$ cat src/pmicm_defines.vh
/*
 what the file holds: constants for the two-wire host controller
 assumes: included by the controller files, plain verilog-2005
*/
`ifndef PMICM_DEFINES_VH
`define PMICM_DEFINES_VH
`define PMICM_ADDR_WR 8'h50
`define PMICM_ADDR_RD 8'h51
`define PMICM_PTR_HOLD 8'h00
`define PMICM_CLK_HZ 10000000
`define PMICM_SCL_HZ 400000
`define PMICM_QTR_CYC ((`PMICM_CLK_HZ + 4 * `PMICM_SCL_HZ - 1) / (4 * `PMICM_SCL_HZ))
`define PMICM_CNT_W 8
`define PMICM_BIT_LAST 4'h8
`define PMICM_OP_WRITE 1'b0
`define PMICM_OP_READ 1'b1
`endif

$ cat src/pmicm_tick.v
/*
 what the file holds: quarter-period tick generator for the serial clock
 assumes: mclk at 10 mhz, synchronous active-low reset
*/
`timescale 1ns/100ps
`include "pmicm_defines.vh"
module pmicm_tick #(
   parameter QTR = `PMICM_QTR_CYC // cycles per quarter bit
) (
   input wire mclk, // system clock
   input wire rst_b, // synchronous reset, active low
   input wire run, // count while high
   output reg tick // one-cycle pulse each quarter
);
   reg [`PMICM_CNT_W-1:0] cnt_reg; // quarter counter
   // free count while running, restart when idle
   always @(posedge mclk) begin
      if (!rst_b || !run) begin
         cnt_reg <= {`PMICM_CNT_W{1'b0}};
         tick <= 1'b0;
      end else if (cnt_reg == QTR[`PMICM_CNT_W-1:0] - 8'h01) begin
         cnt_reg <= {`PMICM_CNT_W{1'b0}};
         tick <= 1'b1;
      end else begin
         cnt_reg <= cnt_reg + 8'h01;
         tick <= 1'b0;
      end
   end
endmodule

$ cat src/pmicm_host.v
/*
 what the file holds: two-wire bus master that writes and reads
 byte registers of the power device through a register pointer
 assumes: open-drain lines with pull-ups, bench resolves the wire;
 user gives one command at a time with start and length
*/
`timescale 1ns/100ps
`include "pmicm_defines.vh"
module pmicm_host #(
   parameter QTR = `PMICM_QTR_CYC // quarter bit in mclk cycles
) (
   input wire mclk, // system clock
   input wire rst_b, // synchronous reset, active low
   input wire cmd_valid, // start a transaction, pulse
   input wire cmd_op, // 0 write, 1 read
   input wire [7:0] cmd_ptr, // register pointer
   input wire [7:0] cmd_len, // byte count, at least one
   input wire [7:0] wr_data, // write byte, held until wr_take
   output reg wr_take, // pulse: wr_data consumed
   output reg [7:0] rd_data, // returned byte
   output reg rd_valid, // pulse: rd_data valid
   output reg busy, // transaction in progress
   output reg done, // pulse: transaction finished
   output reg nack_err, // level: last transaction saw a nack
   input wire scl_i, // serial clock pin level
   output reg scl_o, // serial clock drive value
   output reg scl_oe, // serial clock drive enable
   input wire sda_i, // serial data pin level
   output reg sda_o, // serial data drive value
   output reg sda_oe // serial data drive enable
);
   // states
   // every frame walks start, bits, ack, then stop or repeated start;
   // unused codes fall back to idle
   localparam S_IDLE = 4'h0;
   localparam S_START = 4'h1;
   localparam S_BIT = 4'h2;
   localparam S_ACK = 4'h3;
   localparam S_STOP = 4'h4;
   localparam S_RSTART = 4'h5;
   // byte phases
   localparam P_AW = 3'h0;
   localparam P_PTR = 3'h1;
   localparam P_WD = 3'h2;
   localparam P_AR = 3'h3;
   localparam P_RD = 3'h4;

   reg [3:0] state_reg; // sequencer state
   reg [2:0] phase_reg; // which byte is moving
   reg [1:0] q_reg; // quarter within a bit
   reg [3:0] bit_reg; // bit index, 8 is ack slot
   reg [7:0] sh_reg; // shift register
   reg [7:0] left_reg; // bytes still to move
   reg op_reg; // latched direction
   reg [7:0] ptr_reg; // latched pointer
   reg scl_s1_reg, scl_s2_reg; // serial clock synchroniser
   reg sda_s1_reg, sda_s2_reg; // serial data synchroniser
   reg run_reg; // tick generator enable
   wire tick; // quarter strobe

   // quarter timing; four quarters per bit keeps the rate legal
   pmicm_tick #(.QTR(QTR)) u_tick (
      .mclk(mclk),
      .rst_b(rst_b),
      .run(run_reg),
      .tick(tick)
   );

   // two-flop synchronisers for the pins
   // the lines are wired and may be held by the device at any time,
   // so only the second flop is ever read by the sequencer
   always @(posedge mclk) begin
      if (!rst_b) begin
         scl_s1_reg <= 1'b1;
         scl_s2_reg <= 1'b1;
         sda_s1_reg <= 1'b1;
         sda_s2_reg <= 1'b1;
      end else begin
         scl_s1_reg <= scl_i;
         scl_s2_reg <= scl_s1_reg;
         sda_s1_reg <= sda_i;
         sda_s2_reg <= sda_s1_reg;
      end
   end

   // drive helper: low drives, high releases (open drain)
   function drv_oe;
      input lvl; // wanted line level
      begin
         drv_oe = ~lvl;
      end
   endfunction

   // main sequencer
   // each bit takes four quarter ticks, more while q2 waits on a stretched clock; the clock is only ever driven
   // low or released, and data moves only while the clock is low
   // so that the device never sees a false start or stop
   always @(posedge mclk) begin
      if (!rst_b) begin
         state_reg <= S_IDLE;
         phase_reg <= P_AW;
         q_reg <= 2'h0;
         bit_reg <= 4'h0;
         sh_reg <= 8'h00;
         left_reg <= 8'h00;
         op_reg <= `PMICM_OP_WRITE;
         ptr_reg <= 8'h00;
         run_reg <= 1'b0;
         wr_take <= 1'b0;
         rd_data <= 8'h00;
         rd_valid <= 1'b0;
         busy <= 1'b0;
         done <= 1'b0;
         nack_err <= 1'b0;
         scl_o <= 1'b0;
         scl_oe <= 1'b0;
         sda_o <= 1'b0;
         sda_oe <= 1'b0;
      end else begin
         wr_take <= 1'b0;
         rd_valid <= 1'b0;
         done <= 1'b0;
         scl_o <= 1'b0;
         sda_o <= 1'b0;
         case (state_reg)
            // idle: both lines released
            S_IDLE: begin
               scl_oe <= 1'b0;
               sda_oe <= 1'b0;
               if (cmd_valid) begin
                  op_reg <= cmd_op;
                  ptr_reg <= cmd_ptr;
                  left_reg <= (cmd_len == 8'h00) ? 8'h01 : cmd_len;
                  busy <= 1'b1;
                  nack_err <= 1'b0;
                  run_reg <= 1'b1;
                  q_reg <= 2'h0;
                  state_reg <= S_START;
               end
            end
            // start: data falls while clock high
            S_START: if (tick) begin
               q_reg <= q_reg + 2'h1;
               if (q_reg == 2'h0) begin
                  sda_oe <= 1'b1;
               end else if (q_reg == 2'h1) begin
                  scl_oe <= 1'b1;
                  sh_reg <= `PMICM_ADDR_WR;
                  phase_reg <= P_AW;
                  bit_reg <= 4'h0;
                  q_reg <= 2'h0;
                  state_reg <= S_BIT;
               end
            end
            // repeated start: release data, raise clock, drop data
            // the device may stretch the clock, so q2 waits for it high
            S_RSTART: if (tick) begin
               q_reg <= q_reg + 2'h1;
               if (q_reg == 2'h0) begin
                  sda_oe <= 1'b0;
               end else if (q_reg == 2'h1) begin
                  scl_oe <= 1'b0;
               end else if (q_reg == 2'h2) begin
                  if (scl_s2_reg) begin
                     sda_oe <= 1'b1;
                  end else begin
                     q_reg <= q_reg; // clock held low, wait
                  end
               end else begin
                  scl_oe <= 1'b1;
                  sh_reg <= `PMICM_ADDR_RD;
                  phase_reg <= P_AR;
                  bit_reg <= 4'h0;
                  q_reg <= 2'h0;
                  state_reg <= S_BIT;
               end
            end
            // eight data bits; q0 set data, q1 raise clock, q2 sample, q3 lower
            // on a read the data line is left released for the device
            S_BIT: if (tick) begin
               q_reg <= q_reg + 2'h1;
               if (q_reg == 2'h0) begin
                  sda_oe <= (phase_reg == P_RD) ? 1'b0 : drv_oe(sh_reg[7]);
               end else if (q_reg == 2'h1) begin
                  scl_oe <= 1'b0;
               end else if (q_reg == 2'h2) begin
                  if (!scl_s2_reg) begin
                     q_reg <= q_reg; // stretched clock
                  end else begin
                     sh_reg <= {sh_reg[6:0], sda_s2_reg};
                  end
               end else begin
                  scl_oe <= 1'b1;
                  if (bit_reg == 4'h7) begin
                     bit_reg <= `PMICM_BIT_LAST;
                     state_reg <= S_ACK;
                  end else begin
                     bit_reg <= bit_reg + 4'h1;
                  end
               end
            end
            // ninth pulse: device acks our byte, or we ack its byte and nack the last one
            S_ACK: if (tick) begin
               q_reg <= q_reg + 2'h1;
               if (q_reg == 2'h0) begin
                  if (phase_reg == P_RD) begin
                     rd_data <= sh_reg;
                     rd_valid <= 1'b1;
                     sda_oe <= (left_reg != 8'h01);
                  end else begin
                     sda_oe <= 1'b0; // release for device ack
                  end
               end else if (q_reg == 2'h1) begin
                  scl_oe <= 1'b0;
               end else if (q_reg == 2'h2) begin
                  if (!scl_s2_reg) begin
                     q_reg <= q_reg;
                  end else if (phase_reg != P_RD && sda_s2_reg) begin
                     nack_err <= 1'b1;
                  end
               end else begin
                  // clock falls alone; data moves a quarter later so a
                  // released data line never falls with the clock high
                  scl_oe <= 1'b1;
                  bit_reg <= 4'h0;
                  if (nack_err) begin
                     state_reg <= S_STOP;
                  end else if (phase_reg == P_AW) begin
                     sh_reg <= ptr_reg;
                     phase_reg <= P_PTR;
                     state_reg <= S_BIT;
                  end else if (phase_reg == P_PTR) begin
                     if (op_reg == `PMICM_OP_READ) begin
                        state_reg <= S_RSTART;
                     end else begin
                        sh_reg <= wr_data;
                        wr_take <= 1'b1;
                        phase_reg <= P_WD;
                        state_reg <= S_BIT;
                     end
                  end else if (phase_reg == P_AR) begin
                     phase_reg <= P_RD;
                     state_reg <= S_BIT;
                  end else if (left_reg == 8'h01) begin
                     state_reg <= S_STOP;
                  end else begin
                     left_reg <= left_reg - 8'h01;
                     if (phase_reg == P_WD) begin
                        sh_reg <= wr_data;
                        wr_take <= 1'b1;
                     end
                     state_reg <= S_BIT;
                  end
               end
            end
            // stop: data rises while clock high
            // data is pulled low first, with the clock still low,
            // so the only edge seen with the clock high is the rise
            S_STOP: if (tick) begin
               q_reg <= q_reg + 2'h1;
               if (q_reg == 2'h0) begin
                  sda_oe <= 1'b1;
               end else if (q_reg == 2'h1) begin
                  scl_oe <= 1'b0;
               end else if (q_reg == 2'h2) begin
                  if (scl_s2_reg) begin
                     sda_oe <= 1'b0;
                  end else begin
                     q_reg <= q_reg;
                  end
               end else begin
                  run_reg <= 1'b0;
                  busy <= 1'b0;
                  done <= 1'b1;
                  state_reg <= S_IDLE;
               end
            end
            default: begin
               state_reg <= S_IDLE;
            end
         endcase
      end
   end
endmodule

$ cat config.mk
export PLATFORM = sky130hd
export DESIGN_NAME = pmicm_host
export DESIGN_NICKNAME = d
export VERILOG_FILES = /design/src/pmicm_tick.v /design/src/pmicm_host.v
export VERILOG_INCLUDE_DIRS = /design/src
export SDC_FILE = /design/constraint.sdc
export NUM_CORES = 1
export LEC_CHECK = 0
export BUFFER_PORTS_ARGS = -buffer_cell sky130_fd_sc_hd__buf_2
export CORE_MARGIN = 5
export CORE_UTILIZATION = 55
export DETAILED_ROUTE_END_ITERATION = 16
export GPL_TIMING_DRIVEN = 0
export PLACE_DENSITY_LB_ADDON = 0.2
export SKIP_CTS_REPAIR_TIMING = 1
export SLEW_MARGIN = 20
export SYNTH_ARGS = -nofsm -noshare
export SYNTH_HDL_FRONTEND = slang
export SYNTH_SLANG_ARGS = --single-unit
$ cat constraint.sdc
create_clock -name mclk -period 4 [get_ports mclk]
set_input_delay 0.8 -clock mclk [delete_from_list [all_inputs] [get_ports mclk]]
set_output_delay 0.8 -clock mclk [all_outputs]
set_load 0.05 [all_outputs]
* Word level (Yosys, flattened, before mapping) *
Index checks and enable logic that the tools add are counted.

word-level totals
  output and inout bits = 17
  flip-flop bits (word level) = 66
  logic and storage cells = 292
  bits of input ports = 30

operators by class
  muxes and demuxes = 156
  bitwise operators = 5
  reduce and logical (&&, ||, !) cells = 35
  $add $sub $neg = 4
  equality and inequality tests = 70

operators by type and width
  kind                   number
  $mux W8                34
  $mux W4                32
  $ne A2 B2 Y1 const B   34
  $mux W3                19
  $mux W1                48
  $pmux W8 S4            1
  $reduce_and A15 Y1     2
  $mux W2                13
  $ne A3 B3 Y1 const B   8
  $pmux W4 S6            1
  $reduce_and A22 Y1     1
  $reduce_and A21 Y1     1
  $ne A4 B4 Y1 const B   5
  $ne A2 B1 Y1 const B   8
  $pmux W8 S2            1
  $eq A4 B3 Y1 const B   3
  $pmux W4 S3            1
  $reduce_and A12 Y1     1
  $reduce_bool A4 Y1     3
  $reduce_and A11 Y1     1
  $reduce_and A10 Y1     1
  $pmux W3 S3            1
  $add A8 B1 Y8 const B  1
  $eq A4 B2 Y1 const B   2
  other kinds (36)       48

* Depth between registers and ports, before layout *
Gate-level depths: netlist (run 1).

  depth after elaboration = 12
  depth in mapped cells = 8
  gate-level depth less buffers = 7

* Cells and area by module *
Synthesis (run 1) repeated with hierarchy kept, for this count alone.

second synthesis, totals
  cells, all modules = 448
  area, all modules = 3,624.7 sq um

by module, submodules not included
  module      times used  cells an instance  area each (sq um)
  pmicm_host  1           407                3,250.6
  pmicm_tick  1           41                 374.1

* Worst setup path before layout (run 1) *
Ideal clock, no wire load.

  path kind = flip-flop to flip-flop
  start point = register q_reg[0]
  end point = register bit_reg[2]
  data arrival time = 2,108 ps
  buffers on the path = 1
  cell stages (with the launch flop) = 9
  setup slack = 1,775 ps
  data required time = 3,884 ps
  setup time = 116 ps
  path through = dfxtp_1 > inv_1 > ha_1 > clkbuf_1 > or2_2 > or3_1 > a21oi_1 > o21ai_0 > a31o_2

on the way
  word-level cells in the longest chain between the ends = 3
  elaborated cells between the ends (all ways) = 12

ends and longest elaborated chain
  what                                        line                                                  RTL
  start, declared                             pmicm_host.v:50                                       reg [1:0] q_reg;
  start signal, assigned                      pmicm_host.v:143                                      q_reg <= q_reg + 2'h1;
  start signal, assigned                      pmicm_host.v:158                                      q_reg <= q_reg + 2'h1;
  start signal, assigned                      pmicm_host.v:167                                      q_reg <= q_reg;
  $eq A2 B2 Y1, or another cell as far along  pmicm_host.v:163, pmicm_host.v:186, pmicm_host.v:215
  $ne A2 B2 Y1 (no source line)               n/a
  $reduce_and A12 Y1 (no source line) *       n/a
  end signal, assigned                        pmicm_host.v:195                                      bit_reg <= `PMICM_BIT_LAST;
  end signal, assigned                        pmicm_host.v:198                                      bit_reg <= bit_reg + 4'h1;
  end, declared                               pmicm_host.v:51                                       reg [3:0] bit_reg;

Every way passes the cells marked *; elsewhere a longest branch is shown, timed or not.
A chain may end at the register's enable or synchronous reset.

* Final worst setup path (run 1) *
  start point = register q_reg[0]
  end point = register sh_reg[2]

on the way
  word-level cells in the longest chain between the ends = 3
  elaborated cells between the ends (all ways) = 15

ends and longest elaborated chain
  what                                        line                                                  RTL
  $eq A2 B2 Y1, or another cell as far along  pmicm_host.v:163, pmicm_host.v:186, pmicm_host.v:215
  $ne A2 B2 Y1 (no source line)               n/a
  $reduce_and A22 Y1 (no source line) *       n/a
  end signal, assigned                        pmicm_host.v:171                                      sh_reg <= `PMICM_ADDR_RD;
  end signal, assigned                        pmicm_host.v:190                                      sh_reg <= {sh_reg[6:0], sda_s2_reg};
  end signal, assigned                        pmicm_host.v:229                                      sh_reg <= ptr_reg;
  end, declared                               pmicm_host.v:52                                       reg [7:0] sh_reg;

Marks and branches as above.

==> results of run 1 <==
==> power by group <==
part / internal, mW / switching (mW) / total, mW
Sequential: 0.670 / 0.0222 / 0.692
Combinational: 0.0849 / 0.156 / 0.241
Clock: 0.420 / 0.281 / 0.701
==> area by class of cell <==
| cell class | instances | area [um^2] | share of cell area, % |
|---|---|---|---|
| plain buffers | 28 | 113 | 2.65 |
| clock buffers | 9 | 124 | 2.91 |
| clock inverters | 7 | 125 | 2.94 |
| inverters | 16 | 60.1 | 1.41 |
| multi-input cells | 347 | 2210 | 52.0 |
| flip-flops and latches | 65 | 1300 | 30.6 |
| well taps | 77 | 96.3 | 2.27 |
| repair buffers | 44 | 220 | 5.18 |
==> layer usage <==
layer,wire [um],up-vias,GRT usage (%)
met3,813,26,5.48
met1,4640,1743,33.9
met5,0,-,0
li1,-,1748,-
met2,4600,180,38.8
met4,245,0,9.28
==> logic make-up (layout without fill, tap and decap cells) <==
logic type	after synthesis	after routing	share of synthesized area (%)
multiplexers	30	30	8.16
XOR/XNOR	9	9	2.14
flip-flops	65	65	35.4
buffers and inverters	44	104	4.69
adder cells (fa/ha/maj)	12	12	4.08
AO/OA/AOI/OAI	97	97	18.4
other	1	2	0.102
AND/OR/NAND/NOR	197	197	27.1
==> per-stage QoR <==
step / instance area [um^2] / hold WS [ns] / utilization, %
finish: 4250 / 0.421 / 66.2
global route: 4250 / 0.426 / 66.2
CTS: 4250 / 0.416 / 66.2
detailed placement: 4000 / 0.398 / 62.3
global placement: 4000 / 0.388 / 62.3
floorplan: 3680 / 0.386 / -
==> worst paths after layout <==
check,startpoint,to,slack [ns]
setup / recovery,q_reg[0]$_SDFFE_PN0P_,sh_reg[2]$_SDFFE_PN0P_,1.19
hold / removal,sda_s1_reg$_SDFF_PN1_,sda_s2_reg$_SDFF_PN1_,0.42
setup reg to reg,q_reg[0]$_SDFFE_PN0P_,sh_reg[2]$_SDFFE_PN0P_,1.19
hold reg to reg,sda_s1_reg$_SDFF_PN1_,sda_s2_reg$_SDFF_PN1_,0.42
==> worst max-delay path, delay by kind of cell (launching register included) <==
kind	cells	cell delay, ns
AOI/OAI and AO/OA	1	0.18
adders and majority gates	1	0.20
buffers and inverters	2	0.35
DFF	1	0.41
muxes	1	0.26
and+or+nand+nor	3	1.32
==> synthesized netlist by cell type, drive strengths merged, types with 4 or more instances <==
| cell | count | area, um^2 |
|---|---|---|
| nor2 | 40 | 150 |
| nor4 | 7 | 43.8 |
| dfxtp | 65 | 1300 |
| o21ai | 13 | 65.1 |
| clkbuf | 25 | 93.8 |
| or3 | 5 | 31.3 |
| ha | 12 | 150 |
| inv | 16 | 60.1 |
| and3 | 6 | 37.5 |
| nand3 | 13 | 70.1 |
| nand2b | 11 | 68.8 |
| nand2 | 62 | 233 |
| a21oi | 26 | 130 |
| nand3b | 4 | 30.0 |
| o211ai | 6 | 45.0 |
| mux2i | 30 | 300 |
| nor3 | 16 | 85.1 |
| o22ai | 6 | 37.5 |
| nor2b | 11 | 68.8 |
| xor2 | 6 | 52.6 |
| o2111ai | 6 | 52.6 |
==> results.yml, run 1 <==
placed_design:
  place_hpwl_um: 7600
  placedCellCount: 577
  dp_slack_ns: 1.36
  port_buffers: 44
  place_congestion: 0.989
clocking:
  clkTransAtPathRegs_ns: 0.08
  clock_sinks: 65
  cts_made_buffers: 9
  cts_root_buf: "clkbuf_8"
  worstSkewPairLatency_ns: 0.35
  htreeDepth: 3
  cts_tree: "yes"
  clock_path_buffers: 2
power:
  power.leakage_nw: 1.75
  finalPower_mw: 1.63
  power_density_mw_per_mm2: 385
  irDropWorstVdd_uv: 335
sta:
  hold_violations: 0
  final-max-slew-violation-count: 0
  post-route-min-period_ns: 2.81
  fmax_ghz: 0.356
  period_share_pct: 70.2
  worst_clock_skew_ns: 0.00591
  rsz0062_at_grt: "no"
  worstMarginPinSlew_ns: 0.842
  fin_tns_setup_ns: 0
  setup_ws_ns: 1.19
  setup_viol: 0
  max-slew-margin-rel_pct: 43.2
job:
  maxCapViolations: 0
worst_setup_path:
  required_ns: 4.27
  crit_path_end_kind: "flip-flop"
  slowest_delay_ns: 0.74
  rr_worst_depth: 8
  arrival_ns: 3.08
  slowest_stage: "nor4b_1"
  worst-setup-path-type: "reg2reg"
  crit_fanout: 10
  path_cells: "inv_1 -> ha_1 -> clkbuf_1 -> nor4b_1 -> a21oi_1 -> nor2_1 -> nand3_2 -> mux2i_1"
  start_kind: "flip-flop"
floorplanning:
  start_util_pct: 57.3
  rows: 29
  die_h_um: 91.8
  die_w_um: 91.8
  ios: 47
  coreArea_mm2: 0.00642
  die_area_mm2: 0.00843
layout:
  n_antenna_cell: 0
  fillers: 579
  final_cells: 593
  area_growth_pct: 15.5
  layout-drive-gt1-share_pct: 14.0
  final_common_cell: "dfxtp_1"
  nets: 553
  final_cell_mix: "dfxtp_1 (65), nand2_1 (62), buf_2 (44)"
grt:
  grt_usage_pct: 24.9
  grt_first_pass_wirelength_um: 17000
  grt_pass1_vias: 3439
  grt_max_degree: 14
  gr-total-overflow: 0
  antenna_found_initial: 0
routing:
  drc: 0
  dr.pass1.iters: 5
  via_count: 3697
  antenna_left: 0
  avgRoutedWirePerCell_um: 17.4
  drt-total-wl_um: 10300
  drt_iter0_drc: 404
  vias_per_cell: 6.23
synth:
  ys_seq_elements: 65
  synth_cell_types: 67
  synth.avg_cell_area_um2: 8.09
  synth.cell_area_mm2: 0.00368
  yosys_warnings: 0
  synth-edff-count: 0
  ys_seq_area_share_pct: 35.4
  syn_inst: 455
  ys_async_sr_fraction_pct: 0
  ys.flop_type: "dfxtp_1"
worst_hold_path:
  hold_path.class: "reg2reg"
  hold-path-cell-count: 1
status:
  status: "finished, final reports clean"
Note: power is estimated with default switching activity, not from simulation.
==> inputs of run 2 (changes only) <==
Clock period 4 ns to 2.73 ns, I/O delays scaled along.
==> results.yml, run 2 (synthesized netlist as in run 1, its figures left out) <==
layout:
  layout-drive-gt1-share_pct: 14.5
  final_common_cell: "dfxtp_1"
  fillers: 580
  final_cell_mix: "dfxtp_1 (65), nand2_1 (62), buf_2 (44)"
  n_antenna_cell: 0
  nets: 553
  final_cells: 593
  area_growth_pct: 15.9
  finish.utilization_pct: 66.4
worst_setup_path:
  rr_worst_depth: 5
  crit_fanout: 7
  reg2reg_setup_slack_ns: 0.16
  arrival_ns: 2.83
  start_kind: "flip-flop"
  required_ns: 3.00
  crit_path_end_kind: "flip-flop"
  worst-setup-path-type: "reg2reg"
sta:
  hold_violations: 0
  setup_ws_ns: 0.162
  final-max-slew-violation-count: 0
  worst_clock_skew_ns: 0.00657
  fin_tns_setup_ns: 0
  period_share_pct: 94.1
  worstMarginPinSlew_ns: 0.840
  post-route-min-period_ns: 2.57
  rsz0062_at_grt: "no"
  fmax_ghz: 0.389
  max-slew-margin-rel_pct: 43.3
  setup_viol: 0
grt:
  grt_max_degree: 14
  grt_first_pass_wirelength_um: 17000
  antenna_found_initial: 0
  gr-total-overflow: 0
  grt_pass1_vias: 3439
  grt_usage_pct: 24.9
floorplanning:
  start_util_pct: 57.3
  ios: 47
  die_h_um: 91.8
  die_area_mm2: 0.00843
  coreArea_mm2: 0.00642
  rows: 29
  die_w_um: 91.8
clocking:
  cts_root_buf: "clkbuf_8"
  worstSkewPairLatency_ns: 0.35
  cts_made_buffers: 9
  clock_path_buffers: 2
  cts_tree: "yes"
  clock_sinks: 65
  clkTransAtPathRegs_ns: 0.07
  htreeDepth: 3
power:
  power.leakage_nw: 1.75
  finalPower_mw: 2.40
  power_density_mw_per_mm2: 562
  irDropWorstVdd_uv: 491
routing:
  highest_layer: "met4"
  vias_per_cell: 6.23
  drt-total-wl_um: 10300
  wirelength_met1_um: 4530
  wl_met3_um: 899
  avgRoutedWirePerCell_um: 17.3
  met2_length_um: 4530
  via_count: 3692
  drc: 0
  drt_iter0_drc: 344
  antenna_left: 0
  dr.pass1.iters: 5
placed_design:
  port_buffers: 44
  placedCellCount: 577
  place_congestion: 0.989
  dp_slack_ns: 0.0870
  place_hpwl_um: 7600
worst_hold_path:
  hold-path-cell-count: 2
  hold_path.class: "in2reg"
status:
  status: "finished, final reports clean"
job:
  maxCapViolations: 0
==> run 2: routing by layer <==
metal | GRT usage [%] | vias up
met5 | 0 | -
met4 | 9.28 | 0
met3 | 5.48 | 34
met2 | 38.8 | 195
met1 | 33.9 | 1713
li1 | - | 1750
==> run 2: critical path, stage by stage (launching register included) <==
cell	delay, ns
dfxtp_1	0.37
or4_4	0.59
nor4b_1	0.64
o21ai_1	0.35
and2_1	0.30
a221oi_2	0.24
==> run 2: worst paths after layout <==
check                            from                       end
max          left_reg[2]$_SDFFE_PN0P_  left_reg[0]$_SDFFE_PN0P_
min reg2reg     sda_s1_reg$_SDFF_PN1_     sda_s2_reg$_SDFF_PN1_
min                             sda_i     sda_s1_reg$_SDFF_PN1_
max reg2reg  left_reg[2]$_SDFFE_PN0P_  left_reg[0]$_SDFFE_PN0P_
==> run 2: final cells by class <==
type | instances | area, um^2 | area share (%)
multi-input combinational | 347 | 2230 | 52.2
timing repair buffer | 44 | 220 | 5.16
clock inverter | 7 | 125 | 2.93
sequential | 65 | 1300 | 30.5
buffer | 28 | 113 | 2.64
inverter | 16 | 60.1 | 1.41
tap | 77 | 96.3 | 2.26
clock buffer | 9 | 124 | 2.90
==> run 2: stage by stage <==
step / hold WS, ns / instance area [um^2]
after floorplan: 0.386 / 3680
after global placement: 0.388 / 4000
after detailed placement: 0.398 / 4000
after CTS: 0.380 / 4250
after global routing: 0.388 / 4270
final: 0.381 / 4270
==> run 2: where the power goes <==
part | total, mW | internal [mW] | leakage (nW) | switching, mW
logic | 0.354 | 0.125 | 1.09 | 0.229
clock network | 1.03 | 0.616 | 0.124 | 0.414
registers | 1.01 | 0.982 | 0.529 | 0.0321
total | 2.40 | 1.72 | 1.75 | 0.675
==> inputs of run 3 (changes only) <==
Settings changed: ABC_AREA set to 1.
==> results.yml, run 3 <==
worst_setup_path:
  crit_fanout: 10
  required_ns: 2.97
  rr_worst_depth: 13
  r2r-start: "q_reg[1]$_SDFFE_PN0P_"
  start_kind: "flip-flop"
  reg2reg_setup_slack_ns: 0.46
  crit_path_end_kind: "flip-flop"
  worst-setup-path-type: "reg2reg"
  arrival_ns: 2.52
  reg2reg_to: "sh_reg[5]$_SDFFE_PN0P_"
sta:
  rsz0062_at_grt: "no"
  setup_ws_ns: 0.459
  worstMarginPinSlew_ns: 0.563
  period_share_pct: 83.2
  post-route-min-period_ns: 2.27
  worst_clock_skew_ns: 0.0129
  fmax_ghz: 0.440
  setup_viol: 0
  max-slew-margin-rel_pct: 62.5
  final-max-slew-violation-count: 0
  fin_tns_setup_ns: 0
  hold_violations: 0
power:
  internal_power_mw: 2.28
  power_switching_mw: 1.75
  finalPower_mw: 4.02
  power_density_mw_per_mm2: 929
  p_sw_share_pct: 43.4
  power.leakage_nw: 2.00
  irDropWorstVdd_uv: 569
  power_frac_seq_pct: 32.1
  p_comb_share_pct: 44.6
  clkPwrFrac_pct: 23.3
synth:
  yosys_warnings: 0
  syn_inst: 578
  ys.flop_type: "dfxtp_1"
  synth_top_area_share_pct: 34.4
  ys_seq_area_share_pct: 34.4
  ys_seq_elements: 65
  netlist_top_cells_count: "nand2_1 (136), nor2_1 (92), dfxtp_1 (65)"
  synth.cell_area_mm2: 0.00378
  yosysMostFrequentCell: "nand2_1"
  synth_compound_area_share_pct: 15.1
  muxShareOfSynthArea_pct: 0
  ys_async_sr_fraction_pct: 0
  synth_cell_types: 36
  synthAdderAreaFrac_pct: 3.97
  synthSimpleGateAreaFrac_pct: 36.0
  synth-edff-count: 0
  post-synth-top-area-cell: "dfxtp_1"
  synth_xor_area_share_pct: 1.39
  synth.avg_cell_area_um2: 6.54
  synth_top_family_by_area: "simple AND/OR/NAND/NOR gates"
  synth.area.top_cells: "dfxtp_1 (34%), nand2_1 (14%), nor2_1 (9.1%), o21ai_0 (6.9%), a21oi_1 (6.0%)"
routing:
  drt_iter0_drc: 292
  antenna_left: 0
  vias_per_cell: 5.43
  via_count: 3902
  dr.pass1.iters: 5
  met2_length_um: 4630
  drt-total-wl_um: 9810
  avgRoutedWirePerCell_um: 13.6
  drc: 0
  wirelength_met1_um: 4410
  wl_met3_um: 560
  highest_layer: "met4"
layout:
  area_growth_pct: 14.6
  layout-drive-gt1-share_pct: 16.0
  final_common_cell: "nand2_1"
  final_cells: 719
  n_antenna_cell: 0
  final_cell_mix: "nand2_1 (136), nor2_1 (92), dfxtp_1 (65)"
  nets: 676
grt:
  antenna_found_initial: 0
  grt_max_degree: 13
  gr-total-overflow: 0
  grt_first_pass_wirelength_um: 16700
  grt_usage_pct: 23.9
  grt_pass1_vias: 3693
worst_hold_path:
  hold-path-cell-count: 2
  hold_end: "scl_s1_reg$_SDFF_PN1_"
  worstHoldStart: "scl_i"
  hold_path.class: "in2reg"
job:
  maxCapViolations: 0
floorplanning:
  ios: 47
  die_area_mm2: 0.00863
  coreArea_mm2: 0.00676
  die_w_um: 92.9
  die_h_um: 92.9
  rows: 30
  start_util_pct: 55.9
clocking:
  clock_path_buffers: 2
  cts_tree: "yes"
  clkTransAtPathRegs_ns: 0.08
  cts_root_buf: "clkbuf_8"
  cts_made_buffers: 9
  htreeDepth: 3
  worstSkewPairLatency_ns: 0.34
  clock_sinks: 65
placed_design:
  dp_slack_ns: 0.540
  placedCellCount: 703
  place_hpwl_um: 7270
  place_congestion: 0.949
  port_buffers: 44
status:
  status: "finished, final reports clean"
-- run 3: cell families (layout without fill, tap and decap cells) --
family | Yosys count | in the layout
flip-flops | 65 | 65
other | 1 | 2
XOR/XNOR | 6 | 6
adder cells (fa/ha/maj) | 12 | 12
AND/OR/NAND/NOR | 306 | 306
buffers and inverters | 79 | 139
AO/OA/AOI/OAI | 109 | 109
-- run 3: area by class of cell --
cell class / count / area (um^2)
timing repair buffer: 44 / 220
clock buffer: 10 / 138
fill: 647 / 2430
inverter: 58 / 218
tap: 80 / 100
sequential: 65 / 1300
buffer: 21 / 123
clock inverter: 6 / 90.1
multi-input combinational: 435 / 2140
-- run 3: worst max path at each step --
stage | start | to | slack, ns | cells after the start
2_1_floorplan | q_reg[0]$_SDFFE_PN0P_ | sh_reg[6]$_SDFFE_PN0P_ | 0.91 | 13
3_3_place_gp | q_reg[0]$_SDFFE_PN0P_ | sh_reg[5]$_SDFFE_PN0P_ | 0.56 | 13
3_5_place_dp | q_reg[1]$_SDFFE_PN0P_ | sh_reg[5]$_SDFFE_PN0P_ | 0.54 | 13
4_1_cts | q_reg[1]$_SDFFE_PN0P_ | sh_reg[5]$_SDFFE_PN0P_ | 0.52 | 13
5_1_grt | q_reg[1]$_SDFFE_PN0P_ | sh_reg[7]$_SDFFE_PN0P_ | 0.28 | 13
6_report | q_reg[1]$_SDFFE_PN0P_ | sh_reg[5]$_SDFFE_PN0P_ | 0.46 | 13
-- run 3: per-stage QoR --
step | hold slack [ns] | instance area [um^2] | util, %
2_1_floorplan | 0.393 | 3780 | -
3_3_place_gp | 0.397 | 4100 | 60.7
3_5_place_dp | 0.400 | 4100 | 60.7
4_1_cts | 0.386 | 4330 | 64.1
5_1_grt | 0.387 | 4330 | 64.1
6_report | 0.393 | 4330 | 64.1
-- run 3: per-layer routing --
metal	global-route usage, %	vias to the layer above
li1	-	1971
met1	31.2	1787
met2	38.6	125
met3	4.39	19
met4	10.4	0
met5	0	-
-- run 3: power groups by stage --
stage / clock network [mW] / logic [mW] / registers, mW
floorplan: 0 / 1.33 / 1.34
finish: 0.937 / 1.79 / 1.29
detailed placement: 0 / 1.77 / 1.31
CTS: 0.946 / 1.78 / 1.29
global placement: 0 / 1.73 / 1.30
global route: 1.00 / 2.03 / 1.31
-- run 3: critical path, cell delays in order (launching register included) --
cell	delay, ns
dfxtp_1	0.42
inv_1	0.12
ha_1	0.24
inv_1	0.24
nand2_1	0.17
nand2_1	0.14
nand3_1	0.08
nor2_1	0.16
nand2_2	0.11
nor2_4	0.16
buf_6	0.16
nand2_1	0.05
nand2_1	0.06
nor2_1	0.04
